### src/ocl_pkg.sv
// Constants, word layout and types of the configuration loader.
// Assumes a 16-bit wide configuration store read one word at a time.
package ocl_pkg;

	// ==========================================================
	// Store geometry
	localparam int OCL_DW = 16;
	localparam int OCL_AW = 6;
	localparam int OCL_CFG_WORDS = 6;
	localparam logic [5:0] OCL_CFG_LAST = 6'h05;

	// ==========================================================
	// Word indices in the store
	localparam logic [5:0] OCL_WI_DEVTYPE = 6'h00;
	localparam logic [5:0] OCL_WI_VID = 6'h01;
	localparam logic [5:0] OCL_WI_PID = 6'h02;
	localparam logic [5:0] OCL_WI_FLAGS = 6'h03;
	localparam logic [5:0] OCL_WI_POWER = 6'h04;
	localparam logic [5:0] OCL_WI_SLAVE = 6'h05;
	localparam logic [5:0] OCL_STR_MFR_BASE = 6'h08;
	localparam logic [5:0] OCL_STR_PROD_BASE = 6'h10;
	localparam logic [5:0] OCL_STR_SER_BASE = 6'h18;

	// ==========================================================
	// Bit positions in the flags word
	localparam int OCL_FB_SELF_PWR = 0;
	localparam int OCL_FB_WAKE = 1;
	localparam int OCL_FB_SERIAL = 2;
	localparam int OCL_FB_SUSP_EN = 3;
	localparam int OCL_FB_SUSP_POL = 4;
	localparam int OCL_FB_SER_MODE = 5;
	localparam int OCL_FB_SER_SUSP = 6;
	localparam int OCL_FB_PIN_SUSP = 8;
	localparam int OCL_FB_OPEN_DRAIN = 10;
	localparam int OCL_FB_CHG_DIS = 11;
	localparam int OCL_FB_CHG_POL = 12;
	localparam int OCL_FB_EDGE = 13;

	// ==========================================================
	// Suspend behaviour codes
	localparam logic [1:0] OCL_SUSP_KEEP = 2'h0;
	localparam logic [1:0] OCL_SUSP_TRI = 2'h1;
	localparam logic [1:0] OCL_SUSP_HIGH = 2'h2;
	localparam logic [1:0] OCL_SUSP_LOW = 2'h3;

	// ==========================================================
	// Factory values
	localparam logic [15:0] OCL_DEF_DEVTYPE = 16'h0042; // Arbitrary value
	localparam logic [15:0] OCL_DEF_VID = 16'h1234; // Arbitrary value
	localparam logic [15:0] OCL_DEF_PID = 16'h5678; // Arbitrary value
	localparam logic [15:0] OCL_DEF_FLAGS = 16'h010A;
	localparam logic [15:0] OCL_DEF_POWER = 16'h0064;
	localparam logic [15:0] OCL_DEF_SLAVE = 16'h0040;
	localparam logic [15:0] OCL_USB_VERSION = 16'h0200;
	localparam logic [8:0] OCL_MAX_CURRENT = 9'h1F4;

	// ==========================================================
	// Register byte offsets
	localparam logic [7:0] OCL_REG_STATUS = 8'h00;
	localparam logic [7:0] OCL_REG_CTRL = 8'h04;
	localparam logic [7:0] OCL_REG_IDS = 8'h08;
	localparam logic [7:0] OCL_REG_INFO = 8'h0C;
	localparam logic [7:0] OCL_REG_FLAGS = 8'h10;
	localparam logic [7:0] OCL_REG_POWER = 8'h14;

	// ==========================================================
	// Loader states
	typedef enum logic [4:0] {
		OCL_ST_IDLE = 5'b00001,
		OCL_ST_READ = 5'b00010,
		OCL_ST_WAIT = 5'b00100,
		OCL_ST_COMMIT = 5'b01000,
		OCL_ST_STR = 5'b10000
	} ocl_state_t;

endpackage

### src/ocl_otp_if.sv
// Read port between the loader and its configuration store.
// Assumes both ends on the system clock.
`timescale 1ns/1ps
`default_nettype none
interface ocl_otp_if;
	import ocl_pkg::*;
	logic req;
	logic [OCL_AW-1:0] addr;
	logic [OCL_DW-1:0] rdata;
	logic rvalid;
	modport loader (output req, output addr, input rdata, input rvalid);
	modport store (input req, input addr, output rdata, output rvalid);
endinterface
`default_nettype wire

### src/ocl_loader.sv
// Configuration loader: reads stored settings, presents them to the USB
// and pin logic, and shapes the pins during suspend.
// Assumes an AHB-Lite master for registers and USB logic on clk_sys.
//
// Behaviour
// - Reload all settings after power-on reset and after every USB reset.
// - Report USB version 0200h always, whatever speed the link runs.
// - Report bus or self powered from the stored power-source bit.
// - Report current up to 500 mA; zero when self powered.
// - Advertise remote wake-up from the stored wake bit.
// - Return the 16-bit vendor and product identifiers.
// - Serve stored maker and product strings on request.
// - Serve the serial string on selector 2 only when its stored enable is set; selector 3 serves it whatever the enable.
// - Device type is read only; software cannot change it.
// - When enabled, general pin two shows USB suspend.
// - Suspend indicator follows stored polarity, high while suspended by default.
// - Slave address is the stored 7-bit value.
// - Serial pins tri-state on suspend unless pin control mode is stored.
// - In pin control mode serial pins keep, drive high or drive low.
// - General pins keep, tri-state, drive high or low on suspend.
// - Open-drain option makes general pins drive low only.
// - Charger output works unless its stored disable is set.
// - Charger output uses the stored polarity, active high by default.
// - Wake input on general pin three triggers on the stored edge.
// - Charger output active only while suspended and a charger port seen.
`timescale 1ns/1ps
`default_nettype none
module ocl_loader
#(
	parameter int SER_PINS = 6
)
(
	// Clock and reset
	input wire logic clk_sys,
	input wire logic rstn,
	// AHB-Lite slave
	input wire logic hsel,
	input wire logic [31:0] haddr,
	input wire logic [1:0] htrans,
	input wire logic hwrite,
	input wire logic [2:0] hsize,
	input wire logic [31:0] hwdata,
	input wire logic hready,
	output logic hreadyout,
	output logic hresp,
	output logic [31:0] hrdata,
	// USB device logic
	input wire logic usb_reset_i,
	input wire logic usb_suspend,
	input wire logic dcp_detect,
	output logic desc_valid,
	output logic [15:0] desc_vid,
	output logic [15:0] desc_pid,
	output logic [15:0] desc_version,
	output logic [15:0] dev_type,
	output logic desc_self_powered,
	output logic [8:0] desc_max_current,
	output logic desc_remote_wake,
	output logic desc_serial_en,
	// String requests
	input wire logic str_req,
	input wire logic [1:0] str_sel,
	input wire logic [2:0] str_idx,
	output logic str_ack,
	output logic str_ok,
	output logic [7:0] str_char,
	// Serial slave
	output logic [6:0] slave_addr,
	// General pins
	input wire logic [3:0] gpio_out_i,
	input wire logic [3:0] gpio_oe_i,
	output logic [3:0] pin_out,
	output logic [3:0] pin_oe,
	input wire logic interrupt_wake_function,
	input wire logic general_pin_three,
	output logic wake_pulse,
	// Serial port pins
	input wire logic [SER_PINS-1:0] ser_out_i,
	input wire logic [SER_PINS-1:0] ser_oe_i,
	output logic [SER_PINS-1:0] ser_pin_out,
	output logic [SER_PINS-1:0] ser_pin_oe,
	// Charger detect
	output logic charger_detect_out
);
	import ocl_pkg::*;

	ocl_otp_if otp ();

	ocl_otp_mem u_mem
	(
		.clk_sys(clk_sys),
		.rstn(rstn),
		.otp(otp)
	);

	// ==========================================================
	// Input synchronisers
	logic [2:0] sync1_q;
	logic [2:0] sync2_q;
	logic pin3_prev_q;
	wire logic susp_s = sync2_q[0];
	wire logic dcp_s = sync2_q[1];
	wire logic pin3_s = sync2_q[2];

	// Two flops per pin
	always_ff @(posedge clk_sys or negedge rstn)
	begin
		if (!rstn)
		begin
			sync1_q <= 3'h0;
			sync2_q <= 3'h0;
			pin3_prev_q <= 1'b0;
		end
		else
		begin
			sync1_q <= {general_pin_three, dcp_detect, usb_suspend};
			sync2_q <= sync1_q;
			pin3_prev_q <= pin3_s;
		end
	end

	// ==========================================================
	// Loader state machine
	ocl_state_t state_q;
	ocl_state_t state_d;
	logic [5:0] cnt_q;
	logic [15:0] shadow_q [OCL_CFG_WORDS];
	logic [15:0] live_q [OCL_CFG_WORDS];
	logic valid_q;
	logic reload_q;
	logic ack_q;
	logic ok_q;
	logic [7:0] char_q;

	wire logic reload = usb_reset_i | reload_q;
	wire logic serial_on = live_q[3][OCL_FB_SERIAL];
	wire logic str_refuse = (str_sel == 2'h2) & ~serial_on;
	wire logic str_go = (state_q == OCL_ST_IDLE) & str_req & ~ack_q;
	wire logic [5:0] str_base = (str_sel == 2'h0) ? OCL_STR_MFR_BASE :
		(str_sel == 2'h1) ? OCL_STR_PROD_BASE : OCL_STR_SER_BASE;
	wire logic [5:0] str_addr = str_base + {3'h0, str_idx};

	// Store read port
	assign otp.req = (state_q == OCL_ST_READ) | (str_go & ~str_refuse);
	assign otp.addr = (state_q == OCL_ST_READ) ? cnt_q : str_addr;

	// Next state
	always_comb
	begin
		state_d = state_q;
		case (state_q)
			OCL_ST_IDLE: if (str_go & ~str_refuse) state_d = OCL_ST_STR;
			OCL_ST_READ: state_d = OCL_ST_WAIT;
			OCL_ST_WAIT: if (otp.rvalid) state_d = (cnt_q == OCL_CFG_LAST) ? OCL_ST_COMMIT : OCL_ST_READ;
			OCL_ST_COMMIT: state_d = OCL_ST_IDLE;
			OCL_ST_STR: if (otp.rvalid) state_d = OCL_ST_IDLE;
			default: state_d = OCL_ST_READ;
		endcase
		if (reload)
			state_d = OCL_ST_READ;
	end

	// State, counter and valid flag
	always_ff @(posedge clk_sys or negedge rstn)
	begin
		if (!rstn)
		begin
			state_q <= OCL_ST_READ;
			cnt_q <= 6'h00;
			valid_q <= 1'b0;
		end
		else
		begin
			state_q <= state_d;
			if (reload)
				cnt_q <= 6'h00;
			else if (state_q == OCL_ST_WAIT && otp.rvalid)
				cnt_q <= cnt_q + 6'h01;
			valid_q <= ~reload & (valid_q | (state_q == OCL_ST_COMMIT));
		end
	end

	// Shadow capture and single commit of every word
	genvar w;
	generate
		for (w = 0; w < OCL_CFG_WORDS; w++)
		begin : g_word
			localparam logic [15:0] DEF = (w == 0) ? OCL_DEF_DEVTYPE : (w == 1) ? OCL_DEF_VID :
				(w == 2) ? OCL_DEF_PID : (w == 3) ? OCL_DEF_FLAGS :
				(w == 4) ? OCL_DEF_POWER : OCL_DEF_SLAVE;
			always_ff @(posedge clk_sys or negedge rstn)
			begin
				if (!rstn)
				begin
					shadow_q[w] <= DEF;
					live_q[w] <= DEF;
				end
				else
				begin
					if (state_q == OCL_ST_WAIT && otp.rvalid && cnt_q == 6'(w))
						shadow_q[w] <= otp.rdata;
					if (state_q == OCL_ST_COMMIT)
						live_q[w] <= shadow_q[w];
				end
			end
		end
	endgenerate

	// String answer
	always_ff @(posedge clk_sys or negedge rstn)
	begin
		if (!rstn)
		begin
			ack_q <= 1'b0;
			ok_q <= 1'b0;
			char_q <= 8'h00;
		end
		else
		begin
			ack_q <= (str_go & str_refuse) | ((state_q == OCL_ST_STR) & otp.rvalid);
			ok_q <= ~(str_go & str_refuse);
			if (state_q == OCL_ST_STR && otp.rvalid)
				char_q <= otp.rdata[7:0];
		end
	end

	// ==========================================================
	// Descriptor fields
	wire logic [15:0] flags = live_q[3];
	wire logic [8:0] cur_raw = live_q[4][8:0];
	wire logic self_pwr = flags[OCL_FB_SELF_PWR];

	assign desc_valid = valid_q;
	assign desc_vid = live_q[1];
	assign desc_pid = live_q[2];
	assign desc_version = OCL_USB_VERSION;
	assign dev_type = live_q[0];
	assign desc_self_powered = self_pwr;
	assign desc_max_current = self_pwr ? 9'h000 :
		((cur_raw > OCL_MAX_CURRENT) ? OCL_MAX_CURRENT : cur_raw);
	assign desc_remote_wake = flags[OCL_FB_WAKE];
	assign desc_serial_en = serial_on;
	assign slave_addr = live_q[5][6:0];
	assign str_ack = ack_q;
	assign str_ok = ok_q;
	assign str_char = char_q;

	// ==========================================================
	// Pin behaviour in suspend
	wire logic susp_ind = susp_s ^ flags[OCL_FB_SUSP_POL];
	wire logic [1:0] pin_mode = flags[OCL_FB_PIN_SUSP+:2];
	wire logic [1:0] ser_mode = flags[OCL_FB_SER_SUSP+:2];
	wire logic od = flags[OCL_FB_OPEN_DRAIN];
	logic [3:0] held_out_q;
	logic [3:0] held_oe_q;
	logic [SER_PINS-1:0] sheld_out_q;
	logic [SER_PINS-1:0] sheld_oe_q;
	logic [3:0] raw_out;
	logic [3:0] raw_oe;

	// Remember pin states while awake
	always_ff @(posedge clk_sys or negedge rstn)
	begin
		if (!rstn)
		begin
			held_out_q <= 4'h0;
			held_oe_q <= 4'h0;
			sheld_out_q <= '0;
			sheld_oe_q <= '0;
		end
		else if (!susp_s)
		begin
			held_out_q <= gpio_out_i;
			held_oe_q <= gpio_oe_i;
			sheld_out_q <= ser_out_i;
			sheld_oe_q <= ser_oe_i;
		end
	end

	genvar i;
	generate
		for (i = 0; i < 4; i++)
		begin : g_pin
			wire logic s_out = (pin_mode == OCL_SUSP_KEEP) ? held_out_q[i] : (pin_mode == OCL_SUSP_HIGH);
			wire logic s_oe = (pin_mode == OCL_SUSP_KEEP) ? held_oe_q[i] : (pin_mode != OCL_SUSP_TRI);
			wire logic ind = (i == 2) & flags[OCL_FB_SUSP_EN];
			assign raw_out[i] = ind ? susp_ind : (susp_s ? s_out : gpio_out_i[i]);
			assign raw_oe[i] = ind ? 1'b1 : (susp_s ? s_oe : gpio_oe_i[i]);
			assign pin_out[i] = od ? 1'b0 : raw_out[i];
			assign pin_oe[i] = od ? (raw_oe[i] & ~raw_out[i]) : raw_oe[i];
		end
		for (i = 0; i < SER_PINS; i++)
		begin : g_ser
			wire logic keep = (ser_mode == OCL_SUSP_KEEP) | (ser_mode == OCL_SUSP_LOW);
			wire logic c_out = keep ? sheld_out_q[i] : (ser_mode == OCL_SUSP_TRI);
			wire logic c_oe = keep ? sheld_oe_q[i] : 1'b1;
			wire logic pinctl = flags[OCL_FB_SER_MODE];
			assign ser_pin_out[i] = ~susp_s ? ser_out_i[i] : (pinctl ? c_out : 1'b0);
			assign ser_pin_oe[i] = ~susp_s ? ser_oe_i[i] : (pinctl & c_oe);
		end
	endgenerate

	// ==========================================================
	// Charger output and wake edge
	wire logic chg_on = ~flags[OCL_FB_CHG_DIS] & susp_s & dcp_s;
	wire logic edge_hit = flags[OCL_FB_EDGE] ? (pin3_prev_q & ~pin3_s) : (~pin3_prev_q & pin3_s);
	logic chg_q;
	logic wake_q;

	// Registered pin outputs
	always_ff @(posedge clk_sys or negedge rstn)
	begin
		if (!rstn)
		begin
			chg_q <= 1'b0;
			wake_q <= 1'b0;
		end
		else
		begin
			chg_q <= chg_on ^ flags[OCL_FB_CHG_POL];
			wake_q <= interrupt_wake_function & edge_hit;
		end
	end
	assign charger_detect_out = chg_q;
	assign wake_pulse = wake_q;

	// ==========================================================
	// AHB-Lite register slave
	logic [31:0] rdata_q;
	logic wr_pend_q;
	logic [7:0] wr_addr_q;
	wire logic addr_ok = hsel & htrans[1] & hready;
	wire logic [7:0] roff = haddr[7:0];
	wire logic [31:0] rd_mux =
		(roff == OCL_REG_STATUS) ? {27'h0, charger_detect_out, dcp_s, susp_s,
			(state_q != OCL_ST_IDLE) & ~valid_q, valid_q} :
		(roff == OCL_REG_IDS) ? {desc_vid, desc_pid} :
		(roff == OCL_REG_INFO) ? {dev_type, desc_version} :
		(roff == OCL_REG_FLAGS) ? {16'h0, flags} :
		(roff == OCL_REG_POWER) ? {9'h0, slave_addr, 7'h0, desc_max_current} : 32'h0;

	// Address phase capture and write data phase
	always_ff @(posedge clk_sys or negedge rstn)
	begin
		if (!rstn)
		begin
			rdata_q <= 32'h0;
			wr_pend_q <= 1'b0;
			wr_addr_q <= 8'h00;
			reload_q <= 1'b0;
		end
		else
		begin
			if (addr_ok && !hwrite)
				rdata_q <= rd_mux;
			wr_pend_q <= addr_ok & hwrite;
			if (addr_ok)
				wr_addr_q <= roff;
			reload_q <= wr_pend_q & (wr_addr_q == OCL_REG_CTRL) & hwdata[0];
		end
	end
	assign hreadyout = 1'b1;
	assign hresp = 1'b0;
	assign hrdata = rdata_q;
endmodule
`default_nettype wire

### src/ocl_otp_mem.sv
// Programmed configuration store, one word per read, data from a register.
// Assumes reads issued one at a time; answer comes one cycle later.
`timescale 1ns/1ps
`default_nettype none
module ocl_otp_mem
(
	// Clock and reset
	input wire logic clk_sys,
	input wire logic rstn,
	// Read port
	ocl_otp_if.store otp
);
	import ocl_pkg::*;

	// ==========================================================
	// Stored contents
	function automatic logic [OCL_DW-1:0] rom_word(input logic [OCL_AW-1:0] a);
		case (a)
			OCL_WI_DEVTYPE: rom_word = OCL_DEF_DEVTYPE;
			OCL_WI_VID: rom_word = OCL_DEF_VID;
			OCL_WI_PID: rom_word = OCL_DEF_PID;
			OCL_WI_FLAGS: rom_word = OCL_DEF_FLAGS;
			OCL_WI_POWER: rom_word = OCL_DEF_POWER;
			OCL_WI_SLAVE: rom_word = OCL_DEF_SLAVE;
			6'h08: rom_word = 16'h0041; // Maker text
			6'h09: rom_word = 16'h0043;
			6'h0A: rom_word = 16'h004D;
			6'h0B: rom_word = 16'h0045;
			6'h10: rom_word = 16'h0042; // Product text
			6'h11: rom_word = 16'h0052;
			6'h12: rom_word = 16'h0049;
			6'h13: rom_word = 16'h0044;
			6'h14: rom_word = 16'h0047;
			6'h15: rom_word = 16'h0045;
			6'h18: rom_word = 16'h0030; // Serial text
			6'h19: rom_word = 16'h0030;
			6'h1A: rom_word = 16'h0030;
			6'h1B: rom_word = 16'h0031;
			default: rom_word = 16'h0000;
		endcase
	endfunction

	// Registered read data
	always_ff @(posedge clk_sys or negedge rstn)
	begin
		if (!rstn)
		begin
			otp.rdata <= 16'h0000;
			otp.rvalid <= 1'b0;
		end
		else
		begin
			otp.rdata <= rom_word(otp.addr);
			otp.rvalid <= otp.req;
		end
	end

endmodule
`default_nettype wire

### config.mk
export PLATFORM = sky130hd
export DESIGN_NAME = ocl_loader
export DESIGN_NICKNAME = d
export VERILOG_FILES = /design/src/ocl_pkg.sv /design/src/ocl_otp_if.sv /design/src/ocl_loader.sv /design/src/ocl_otp_mem.sv
export SDC_FILE = /design/constraint.sdc
export NUM_CORES = 1
export LEC_CHECK = 0
export BUFFER_PORTS_ARGS = -buffer_cell sky130_fd_sc_hd__buf_2
export CORE_MARGIN = 1
export CORE_UTILIZATION = 45
export DETAILED_ROUTE_END_ITERATION = 10
export GPL_TIMING_DRIVEN = 0
export PLACE_DENSITY = 0.73
export SYNTH_ARGS = -nofsm -noshare
export SYNTH_HDL_FRONTEND = slang
export SYNTH_SLANG_ARGS = --single-unit
export TNS_END_PERCENT = 20
### constraint.sdc
create_clock -name clk_sys -period 2.62 [get_ports clk_sys]
set_input_delay 0.393 -clock clk_sys [delete_from_list [all_inputs] [get_ports clk_sys]]
set_output_delay 0.393 -clock clk_sys [all_outputs]
set_load 0.005 [all_outputs]
# Word-level counts from Yosys, hierarchy flattened
# Memories as Yosys holds them, arrays and structs flattened.
# Cells that the tools add are included.
# totals
input_bits	105
ramBits	0
latch_bits	0
mem_bits_ro	384
regBits	270
output_inout_bits	150
memories	1
# mem_list
memory	words	word_bits	read_ports	rd_clocked_by_memory_dff	write_ports	line	text
(no name shown)	32	12	1	0	0	ocl_otp_mem.sv:18	case (a)
# classes
bitwise_logic	48
order_cmp	1
shift	0
div_mod_pow	0
reduce_logical	17
n_eq_ne	25
n_addsub	2
mul	0
mux	76
# op_table
op	n
32-bit 2-to-1 mux	3
1-bit 2-to-1 mux	57
23-bit 2-to-1 mux	2
1-bit AND	28
5-bit 2-to-1 mux	5
5-bit one-hot mux with 5 select lines	1
6-bit 2-to-1 mux	3
9-bit 2-to-1 mux	2
8-bit by 4-bit == test with 1-bit output, second input constant	2
8-bit by 5-bit == test with 1-bit output, second input constant	2
16-bit 2-to-1 mux	1
1-bit inverter	13
6-bit by 2-bit == test with 1-bit output, second input constant	2
6-bit by 3-bit == test with 1-bit output, second input constant	2
9-bit > comparator, second input constant	1
1-bit logical AND	9
3-bit by 2-bit != test with 1-bit output, second input constant	3
8-bit by 3-bit == test with 1-bit output, second input constant	1
8-bit zero test	1
4-bit 2-to-1 mux	2
5-bit by 3-bit adder with 6-bit output	1
6-bit by 1-bit adder with 6-bit output, second input constant	1
2-bit == test, second input constant	3
6-bit by 1-bit == test with 1-bit output, second input constant	1
other kinds (15)	23

# Depth between registers and ports, before layout
# Gate-level depths: netlist (run 1).
# logic_depth
word_depth	8
depth_mapped	11
ltp_nobuf	10

# Modules after synthesis
# A second synthesis (run 1) with hierarchy kept.
# unflattened
cells_unflattened	947
area_unflattened_um2	11843.9
# modules_own_cells
module	area_each_um2	cells_per_inst	n_inst
ocl_loader	11172.0	879	1
ocl_otp_mem	671.9	68	1

# Worst setup path before layout (run 1)
# Ideal clock, no wire load.
# synth_timing
path_kind	register -> register
startpoint	reg state_q[2]
endpoint	reg u_mem.otp.rdata[5]
setup_time_ns	0.141
period_less_slack_ns	2.140
required_time_ns	2.479
arrival_ns	1.998
slack_ns	0.480
path_stages_with_launch	11
cell_sequence	dfrtp_1 > clkbuf_1 > nor3_1 > nand2_1 > a21oi_1 > inv_1 > ha_1 > nor2_1 > nand2_1 > a21boi_0 > o22ai_1
# synth_between
elab_chain_cells	4
# synth_rtl
element	line	text
start: declaration	ocl_loader.sv:124	ocl_state_t state_q;
start signal: assignment	ocl_loader.sv:174	state_q <= state_d;
5-bit by 2-bit == test with 1-bit output (*)	ocl_loader.sv:145	assign otp.addr = (state_q == OCL_ST_READ) ? cnt_q : str_addr;
6-bit 2-to-1 mux (*)	ocl_loader.sv:145	
memory 32 x 12 bit	-	
16-bit 2-to-1 mux (*)	ocl_otp_mem.sv:18	
end signal: assignment	ocl_otp_mem.sv:53	otp.rdata <= rom_word(otp.addr);
end: declaration	ocl_otp_if.sv:12	modport store (input req, input addr, output rdata, output rvalid);
# Mark *: on every way between the ends. The rest lies on a longest branch, timed or not.
# A chain may end at the register's enable or synchronous reset.

# Final worst setup path (run 1)
# layout_timing
startpoint	reg sync2_q[0]
endpoint	out pin_oe[3]
# layout_between
elab_chain_cells	4
# layout_rtl
element	line	text
start: declaration	ocl_loader.sv:99	logic [2:0] sync2_q;
start signal: assignment	ocl_loader.sv:117	sync2_q <= sync1_q;
1-bit 2-to-1 mux	ocl_loader.sv:287	assign raw_out[i] = ind ? susp_ind : (susp_s ? s_out : gpio_out_i[i]);
1-bit inverter	ocl_loader.sv:290	assign pin_oe[i] = od ? (raw_oe[i] & ~raw_out[i]) : raw_oe[i];
1-bit AND	ocl_loader.sv:290	
1-bit 2-to-1 mux (*)	ocl_loader.sv:290	
end: declaration	ocl_loader.sv:73	output logic [3:0] pin_oe,
# Marks and branches as above.

==> results of run 1 <==
## worst min-delay path by stage
| stage | start | slack, ns | depth (start not counted) | end |
|---|---|---|---|---|
| after detailed placement | sync1_q[2]$_DFF_PN0_ | 0.33 | 0 | sync2_q[2]$_DFF_PN0_ |
| after global placement | sync1_q[2]$_DFF_PN0_ | 0.33 | 0 | sync2_q[2]$_DFF_PN0_ |
| after floorplan | rstn | 0.1 | 0 | charger_detect_out$_DFF_PN0_ |
| after global routing | gpio_out_i[0] | 0.11 | 3 | held_out_q[0]$_DFFE_PN0N_ |
| after CTS | gpio_out_i[0] | 0.09 | 3 | held_out_q[0]$_DFFE_PN0N_ |
| final | gpio_out_i[0] | 0.10 | 3 | held_out_q[0]$_DFFE_PN0N_ |
## sequential cells by signal, summed over array words and instances, names as in the netlist, 3 cells and up
signal	flops
shadow_q	55
cur_raw	8
desc_pid	10
sync2_q	3
flags	10
slave_addr	7
hrdata	21
str_char	7
dev_type	10
desc_vid	10
sheld_out_q	6
held_out_q	4
cnt_q	6
sheld_oe_q	6
u_mem.otp.rdata	10
state_q	5
wr_addr_q	8
held_oe_q	4
sync1_q	3
## through the flow
| stage | power [W] | worst slack (ns) | TNS [ns] | hold WS, ns | area [µm²] |
|---|---|---|---|---|---|
| 6_report | 0.00782 | 0.153 | 0 | 0.102 | 11400 |
| 5_1_grt | 0.00816 | -0.0173 | -0.0173 | 0.113 | 11400 |
| 4_1_cts | 0.00787 | 0.0154 | 0 | 0.0947 | 11400 |
| 3_5_place_dp | 0.00467 | -0.00588 | -0.00588 | 0.335 | 10600 |
| 3_3_place_gp | 0.00464 | -2.17 | -388.96 | 0.333 | 10500 |
| 2_1_floorplan | 0.00424 | 0.480 | 0 | 0.0974 | 9430 |
## final cells by class
class / count / area (µm²)
Tap cell: 270 / 338
Buffer: 83 / 519
Timing Repair Buffer: 159 / 848
Inverter: 12 / 45.0
Clock inverter: 11 / 101
Clock buffer: 31 / 666
Sequential cell: 202 / 5100
Multi-Input combinational cell: 536 / 3780
Fill cell: 1722 / 8840
## synth_stat cells (4+ instances only)
| library cell | instances | area, µm² |
|---|---|---|
| a21oi_1 | 32 | 160 |
| a221oi_1 | 7 | 61.3 |
| a22oi_1 | 11 | 82.6 |
| and3_1 | 4 | 25.0 |
| buf_2 | 8 | 40.0 |
| buf_4 | 50 | 375 |
| clkbuf_1 | 23 | 86.3 |
| dfrtp_1 | 163 | 4080 |
| dfstp_2 | 39 | 1020 |
| ha_1 | 8 | 100 |
| inv_1 | 12 | 45.0 |
| mux2_2 | 130 | 1460 |
| mux2i_1 | 11 | 110 |
| nand2_1 | 72 | 270 |
| nand2b_1 | 29 | 181 |
| nand3_1 | 11 | 55.1 |
| nor2_1 | 45 | 169 |
| nor2b_1 | 16 | 100 |
| nor3_1 | 11 | 55.1 |
| nor4_1 | 4 | 25.0 |
| o21ai_0 | 35 | 175 |
| o21ai_1 | 11 | 55.1 |
| o22ai_1 | 5 | 31.3 |
| xnor2_1 | 6 | 52.6 |
## cell families (layout without fill, tap and decap cells)
group,after synthesis,in the layout,synth area share [%]
AO/OA/AOI/OAI,118,118,7.65
XOR/XNOR,8,8,0.754
adder cells (fa/ha/maj),8,8,1.08
buffers and inverters,95,296,6.05
flip-flops,202,202,55.0
multiplexers,141,141,16.9
other,2,40,0.0809
AND/OR/NAND/NOR,221,221,12.5
## worst min-delay path, cell delays in order
cell and delay, ns:
buf_2 0.07, nand2b_1 0.05, nand2_1 0.05
## where the power goes
part           switching (W)  internal (W)
Clock                0.00129       0.00190
Sequential          0.000243       0.00336
Combinational       0.000589      0.000447
## routing by layer
metal | wire (µm) | GRT usage, %
met2 | 10900 | 35.0
met4 | 491 | 6.05
met1 | 9740 | 27.9
met5 | 0 | 0
met3 | 1070 | 2.88
## what timing repair did
action	CTS	global route
buffers inserted	0	0
gates cloned	0	0
resized for setup	1	6
hold buffers	4	0
setup endpoints to repair	1	10
pin swaps	0	0
hold endpoints to repair	75	0
==> summary.md, run 1 <==
| Metric | Value |
|---|---|
| Bufs on Longest Clock Path | `3` |
| Via count | `~6,600` |
| Max Cap Viol | `0` |
| Final period util | `94.2%` |
| Worst reg2reg path depth | `10` |
| Clock Sinks | `slightly above 200` |
| Max Fclk | `roughly 410 MHz` |
| DRT Pass-1 Iters | `4` |
| Final setup viols | `0` |
| Critical Path Slowest Stage Cell | `clkbuf_1` |
| CP Capture Type | `output port` |
| Instance count of the mapped netlist | `~800` |
| Crit path max fanout | `10` |
| Final Hold Viols | `0` |
| Root Driver | `clkbuf_16` |
| First-pass GRT wire length | `34.6 mm` |
| Worst setup path end | `pin_oe[3]` |
| Worst Path Buf+Inv | `3` |
| Asr flop ratio synth | `100%` |
| FF-to-FF setup slack | `between 0.15 and 0.2 ns` |
| Levels on crit path | `4` |
| Core area | `about 20,000 µm²` |
| Die width | `~150 µm` |
| CTS Buf Count | `23` |
| Reg-to-reg endpoint | `u_mem.otp.rdata[3]$_DFF_PN0_` |
| # DRC | `0` |
| Worst-Margin Slew | `a little under 0.8 ns` |
| Clk_skew | `between 0.01 and 0.015 ns` |
| Max IR drop VDD | `421 µV` |
| CP required | `between 2 and 2.5 ns` |
| Via count normalized by instance count | `~5` |
| CP Class | `flop to output port` |
| Drt total wl | `~22 mm` |
| Avg Cell Area, Syn | `between 10 and 15 µm²` |
| GPL Wtd Cong | `a little under 0.9` |
| P_leak | `a little under 6 nW` |
| Kind of cell adding the most delay to the critical path | `buffers and inverters` |
| Min Clock Period, post-route | `about 2.5 ns` |
| Die ar. | `approximately 21,000 µm²` |
| Post-synth cell types | `between 60 and 70` |
| Crit path from | `sync2_q[0]$_DFF_PN0_` |
| Most frequent cells in the layout | `dfrtp_1 (163), buf_2 (161), mux2_2 (130)` |
| Most common cell after layout, fill and taps aside | `dfrtp_1` |
| Clk slew on worst S/H paths | `~0.060 ns` |
| Post-layout util | `around 56%` |
| Detailed placement HPWL | `15.6 mm` |
| I/O pins | `around 260` |
| Cell Pwr Density | `around 690 nW/µm²` |
| H-tree Lvls | `1` |
| Share of the yosys chip area belonging to registers | `between 50% and 60%` |
| Slew Limit Fails | `0` |
| Worst EP arrival | `2.07 ns` |
| Port bufs | `between 150 and 200` |
| Share of layout cells above drive strength 1 | `a little over two fifths` |
| Non-Filler Instances | `roughly 1,300` |
| Routed Antenna Nets | `0` |
| Slew margin rel. | `~48%` |
| Per-cell routed wire length | `17.0 µm` |
| Synth Warn # | `0` |
| Largest net degree at the start of global routing | `between 100 and 150` |
| Seq cells post-synth | `between 200 and 250` |
| Reg2reg start | `state_q[2]$_DFFE_PN0P_` |
| Mapped Area | `a little over 9000 µm²` |
| FP Rows | `52` |
| Clock Latency Late Sink | `a little over 0.5 ns` |
| Gr usage total | `roughly 21%` |
| Vias in the first global route | `6,330` |
| Slowest cell delay on critical path | `~0.48 ns` |
| Crit path cell chain | `clkbuf_1 -> clkbuf_1 -> a221oi_1 -> buf_2` |
| Post-synth EDFFs | `0` |
| Initial antenna violation count | `0` |
| # nets final | `1,130` |
| Placed cells | `1,258` |
| Worst Hold Class | `primary input to flop` |
| Layout area overhead | `22.7%` |
| Ys flop type | `dfrtp_1` |
| Initial Util | `~46%` |
| Most frequent CP cell | `clkbuf_1` |
| Diode count | `0` |
| RSZ-0062 raised after global routing | `yes` |
| CP startpoint kind | `flop` |
| Grt ovf | `0` |
| Status | `completed` |
| Drt initial violations | `around 320` |
| Die height | `roughly 150 µm` |
| CTS tree | `yes` |
(Power assumes the default switching activity.)
==> run 2, diff against run 1 <==
Settings changed: CORE_UTILIZATION 45 to 30, PLACE_DENSITY 0.73 to 0.54.
==> summary.md, run 2 (same netlist as run 1, synthesis figures left out) <==
| Metric | Value |
|---|---|
| Status | `completed (unchanged)` |
| RSZ-0062 raised after global routing | `yes (unchanged)` |
| Core area | `30,500 µm² (was 20,200 µm²)` |
| P_leak | `5.81 nW (was 5.77 nW)` |
| # nets final | `1,132 (was 1,130)` |
| Layout area overhead | `25.2% (was 22.7%)` |
| Top reg by flops | `shadow_q (unchanged)` |
| Placed cells | `1,384 (was 1,258)` |
| Clock Sinks | `202 (unchanged)` |
| Most frequent cells in the layout | `dfrtp_1 (163), buf_2 (161), mux2_2 (130) (unchanged)` |
| Port bufs | `154 (unchanged)` |
| DRT Pass-1 Iters | `5 (was 4)` |
| # DRC | `0 (unchanged)` |
| Slew margin rel. | `37.8% (was 47.7%)` |
| Via count normalized by instance count | `4.62 (was 5.06)` |
| Drt total wl | `24.2 mm (was 22.2 mm)` |
| Worst Hold Class | `primary input to flop (unchanged)` |
| Slew Limit Fails | `0 (unchanged)` |
| Max Fclk | `393 MHz (was 405 MHz)` |
| Max Cap Viol | `0 (unchanged)` |
| Final period util | `97.2% (was 94.2%)` |
| CP Class | `flop to output port (unchanged)` |
| CTS Buf Count | `25 (was 23)` |
| Non-Filler Instances | `1,434 (was 1,304)` |
| Diode count | `0 (unchanged)` |
| Bufs on Longest Clock Path | `3 (unchanged)` |
| Clk slew on worst S/H paths | `0.06 ns (about the same)` |
| CP startpoint kind | `flop (unchanged)` |
| CTS tree | `yes (unchanged)` |
| Drt initial violations | `364 (was 322)` |
| Die height | `178 µm (was 146 µm)` |
| Most frequent CP cell | `clkbuf_1 (unchanged)` |
| First-pass GRT wire length | `37.1 mm (was 34.6 mm)` |
| Setup Slack @ Placement | `0.0735 ns (was -0.00588 ns)` |
| Detailed placement HPWL | `17.2 mm (was 15.6 mm)` |
| I/O pins | `255 (unchanged)` |
| Slowest cell delay on critical path | `0.55 ns (was 0.48 ns)` |
| FP Rows | `64 (was 52)` |
| Largest register FFs | `55 (unchanged)` |
| Cell Pwr Density | `697 nW/µm² (was 686 nW/µm²)` |
| Per-cell routed wire length | `16.9 µm (was 17.0 µm)` |
| Largest net degree at the start of global routing | `113 (was 116)` |
| Via count | `6,619 (was 6,600)` |
| Routed Antenna Nets | `0 (unchanged)` |
| Crit path max fanout | `10 (unchanged)` |
| GPL Wtd Cong | `0.866 (was 0.872)` |
| Worst-Margin Slew | `0.930 ns (was 0.781 ns)` |
| CP required | `2.23 ns (about the same)` |
| Worst EP arrival | `2.15 ns (was 2.07 ns)` |
| Root Driver | `clkbuf_16 (unchanged)` |
| Area after DPL | `10,700 µm² (was 10,600 µm²)` |
| Die ar. | `31,700 µm² (was 21,200 µm²)` |
| Share of layout cells above drive strength 1 | `42.1% (was 42.6%)` |
| Crit path cell chain | `clkbuf_1 -> clkbuf_1 -> a221oi_1 -> buf_2 (unchanged)` |
| Max IR drop VDD | `456 µV (was 421 µV)` |
| H-tree Lvls | `1 (unchanged)` |
| Die width | `178 µm (was 146 µm)` |
| Cell area after layout | `11,600 µm² (was 11,400 µm²)` |
| Most common cell after layout, fill and taps aside | `dfrtp_1 (unchanged)` |
| Final setup viols | `0 (unchanged)` |
| Initial antenna violation count | `0 (unchanged)` |
| Gr usage total | `15.3% (was 20.8%)` |
| Grt ovf | `0 (unchanged)` |
| Min Clock Period, post-route | `2.55 ns (was 2.47 ns)` |
| Total power | `0.00810 W (was 0.00782 W)` |
| Clock Latency Late Sink | `0.51 ns (about the same)` |
| Vias in the first global route | `6,355 (was 6,330)` |
| Initial Util | `30.4% (was 45.9%)` |
| CP Capture Type | `output port (unchanged)` |
| Final Worst Setup Slack | `0.0736 ns (was 0.153 ns)` |
| Final Hold Viols | `0 (unchanged)` |
| Clk_skew | `0.0105 ns (was 0.0147 ns)` |
| Critical Path Slowest Stage Cell | `clkbuf_1 (unchanged)` |
[run 2: cell count changes in the layout (fill, tap and decap cells not counted), sizes merged]
cell | before | now
clkinvlp | 3 | 1
clkbuf | 54 | 61
clkinv | 5 | 3
bufinv | 1 | 2
[run 2: critical path, delay by kind of cell, from the launching register on]
family,cells,cell delay [ns]
buffers and inverters,3,1.09
flip-flops,1,0.39
AO/OA/AOI/OAI,1,0.17
[run 2: per-layer routing]
layer / track usage, % / wire, µm / up-vias
met5: 0 / 0 / -
met4: 3.56 / 383 / 0
met3: 3.06 / 1630 / 28
met2: 24.7 / 11300 / 194
met1: 21.1 / 10900 / 3250
li1: - / - / 3147
[run 2: path summary, 6_finish.rpt]
kind | end | slack, ns | from | cells past startpoint
max reg2reg | u_mem.otp.rdata[3]$_DFF_PN0_ | 0.19 | state_q[2]$_DFFE_PN0P_ | 11
min in group asynchronous | held_oe_q[0]$_DFFE_PN0N_ | 0.47 | rstn | 2
max in group asynchronous | str_char[1]$_DFFE_PN0P_ | 1.15 | rstn | 3
min reg2reg | sync2_q[2]$_DFF_PN0_ | 0.35 | sync1_q[2]$_DFF_PN0_ | 0
max | pin_oe[3] | 0.07 | sync2_q[0]$_DFF_PN0_ | 4
min | sheld_out_q[3]$_DFFE_PN0N_ | 0.11 | ser_out_i[3] | 3
[run 2: where the power goes]
part	leakage [nW]	internal (W)	switching (W)	total (W)
Clock	0.415	0.00215	0.00131	0.00347
Combinational	2.82	0.000443	0.000595	0.00104
Sequential	2.57	0.00336	0.000242	0.00360
[run 2: stage by stage]
stage / setup TNS (ns) / hold WS [ns] / utilization [%]
2_1_floorplan: 0 / 0.0974 / -
3_3_place_gp: -425.99 / 0.337 / 35.1
3_5_place_dp: 0 / 0.335 / 35.2
4_1_cts: 0 / 0.0797 / 38.1
5_1_grt: -0.0610 / 0.0942 / 38.1
6_report: 0 / 0.107 / 38.1
[run 2: timing repair]
action | 4_1_cts | 5_1_grt
cloned | 0 | 0
setup buffers | 0 | 0
hold endpoints to repair | 79 | 0
hold buffers | 4 | 0
endpoints found under the setup margin | 4 | 9
resized for setup | 1 | 1
[run 2: cell type report]
class	instances	area, µm²
Buffer	83	518
Clock buffer	38	744
Clock inverter	8	100
Fill cell	3039	18900
Inverter	12	45.0
Multi-Input combinational cell	536	3770
Sequential cell	202	5100
Tap cell	396	495
Timing Repair Buffer	159	848
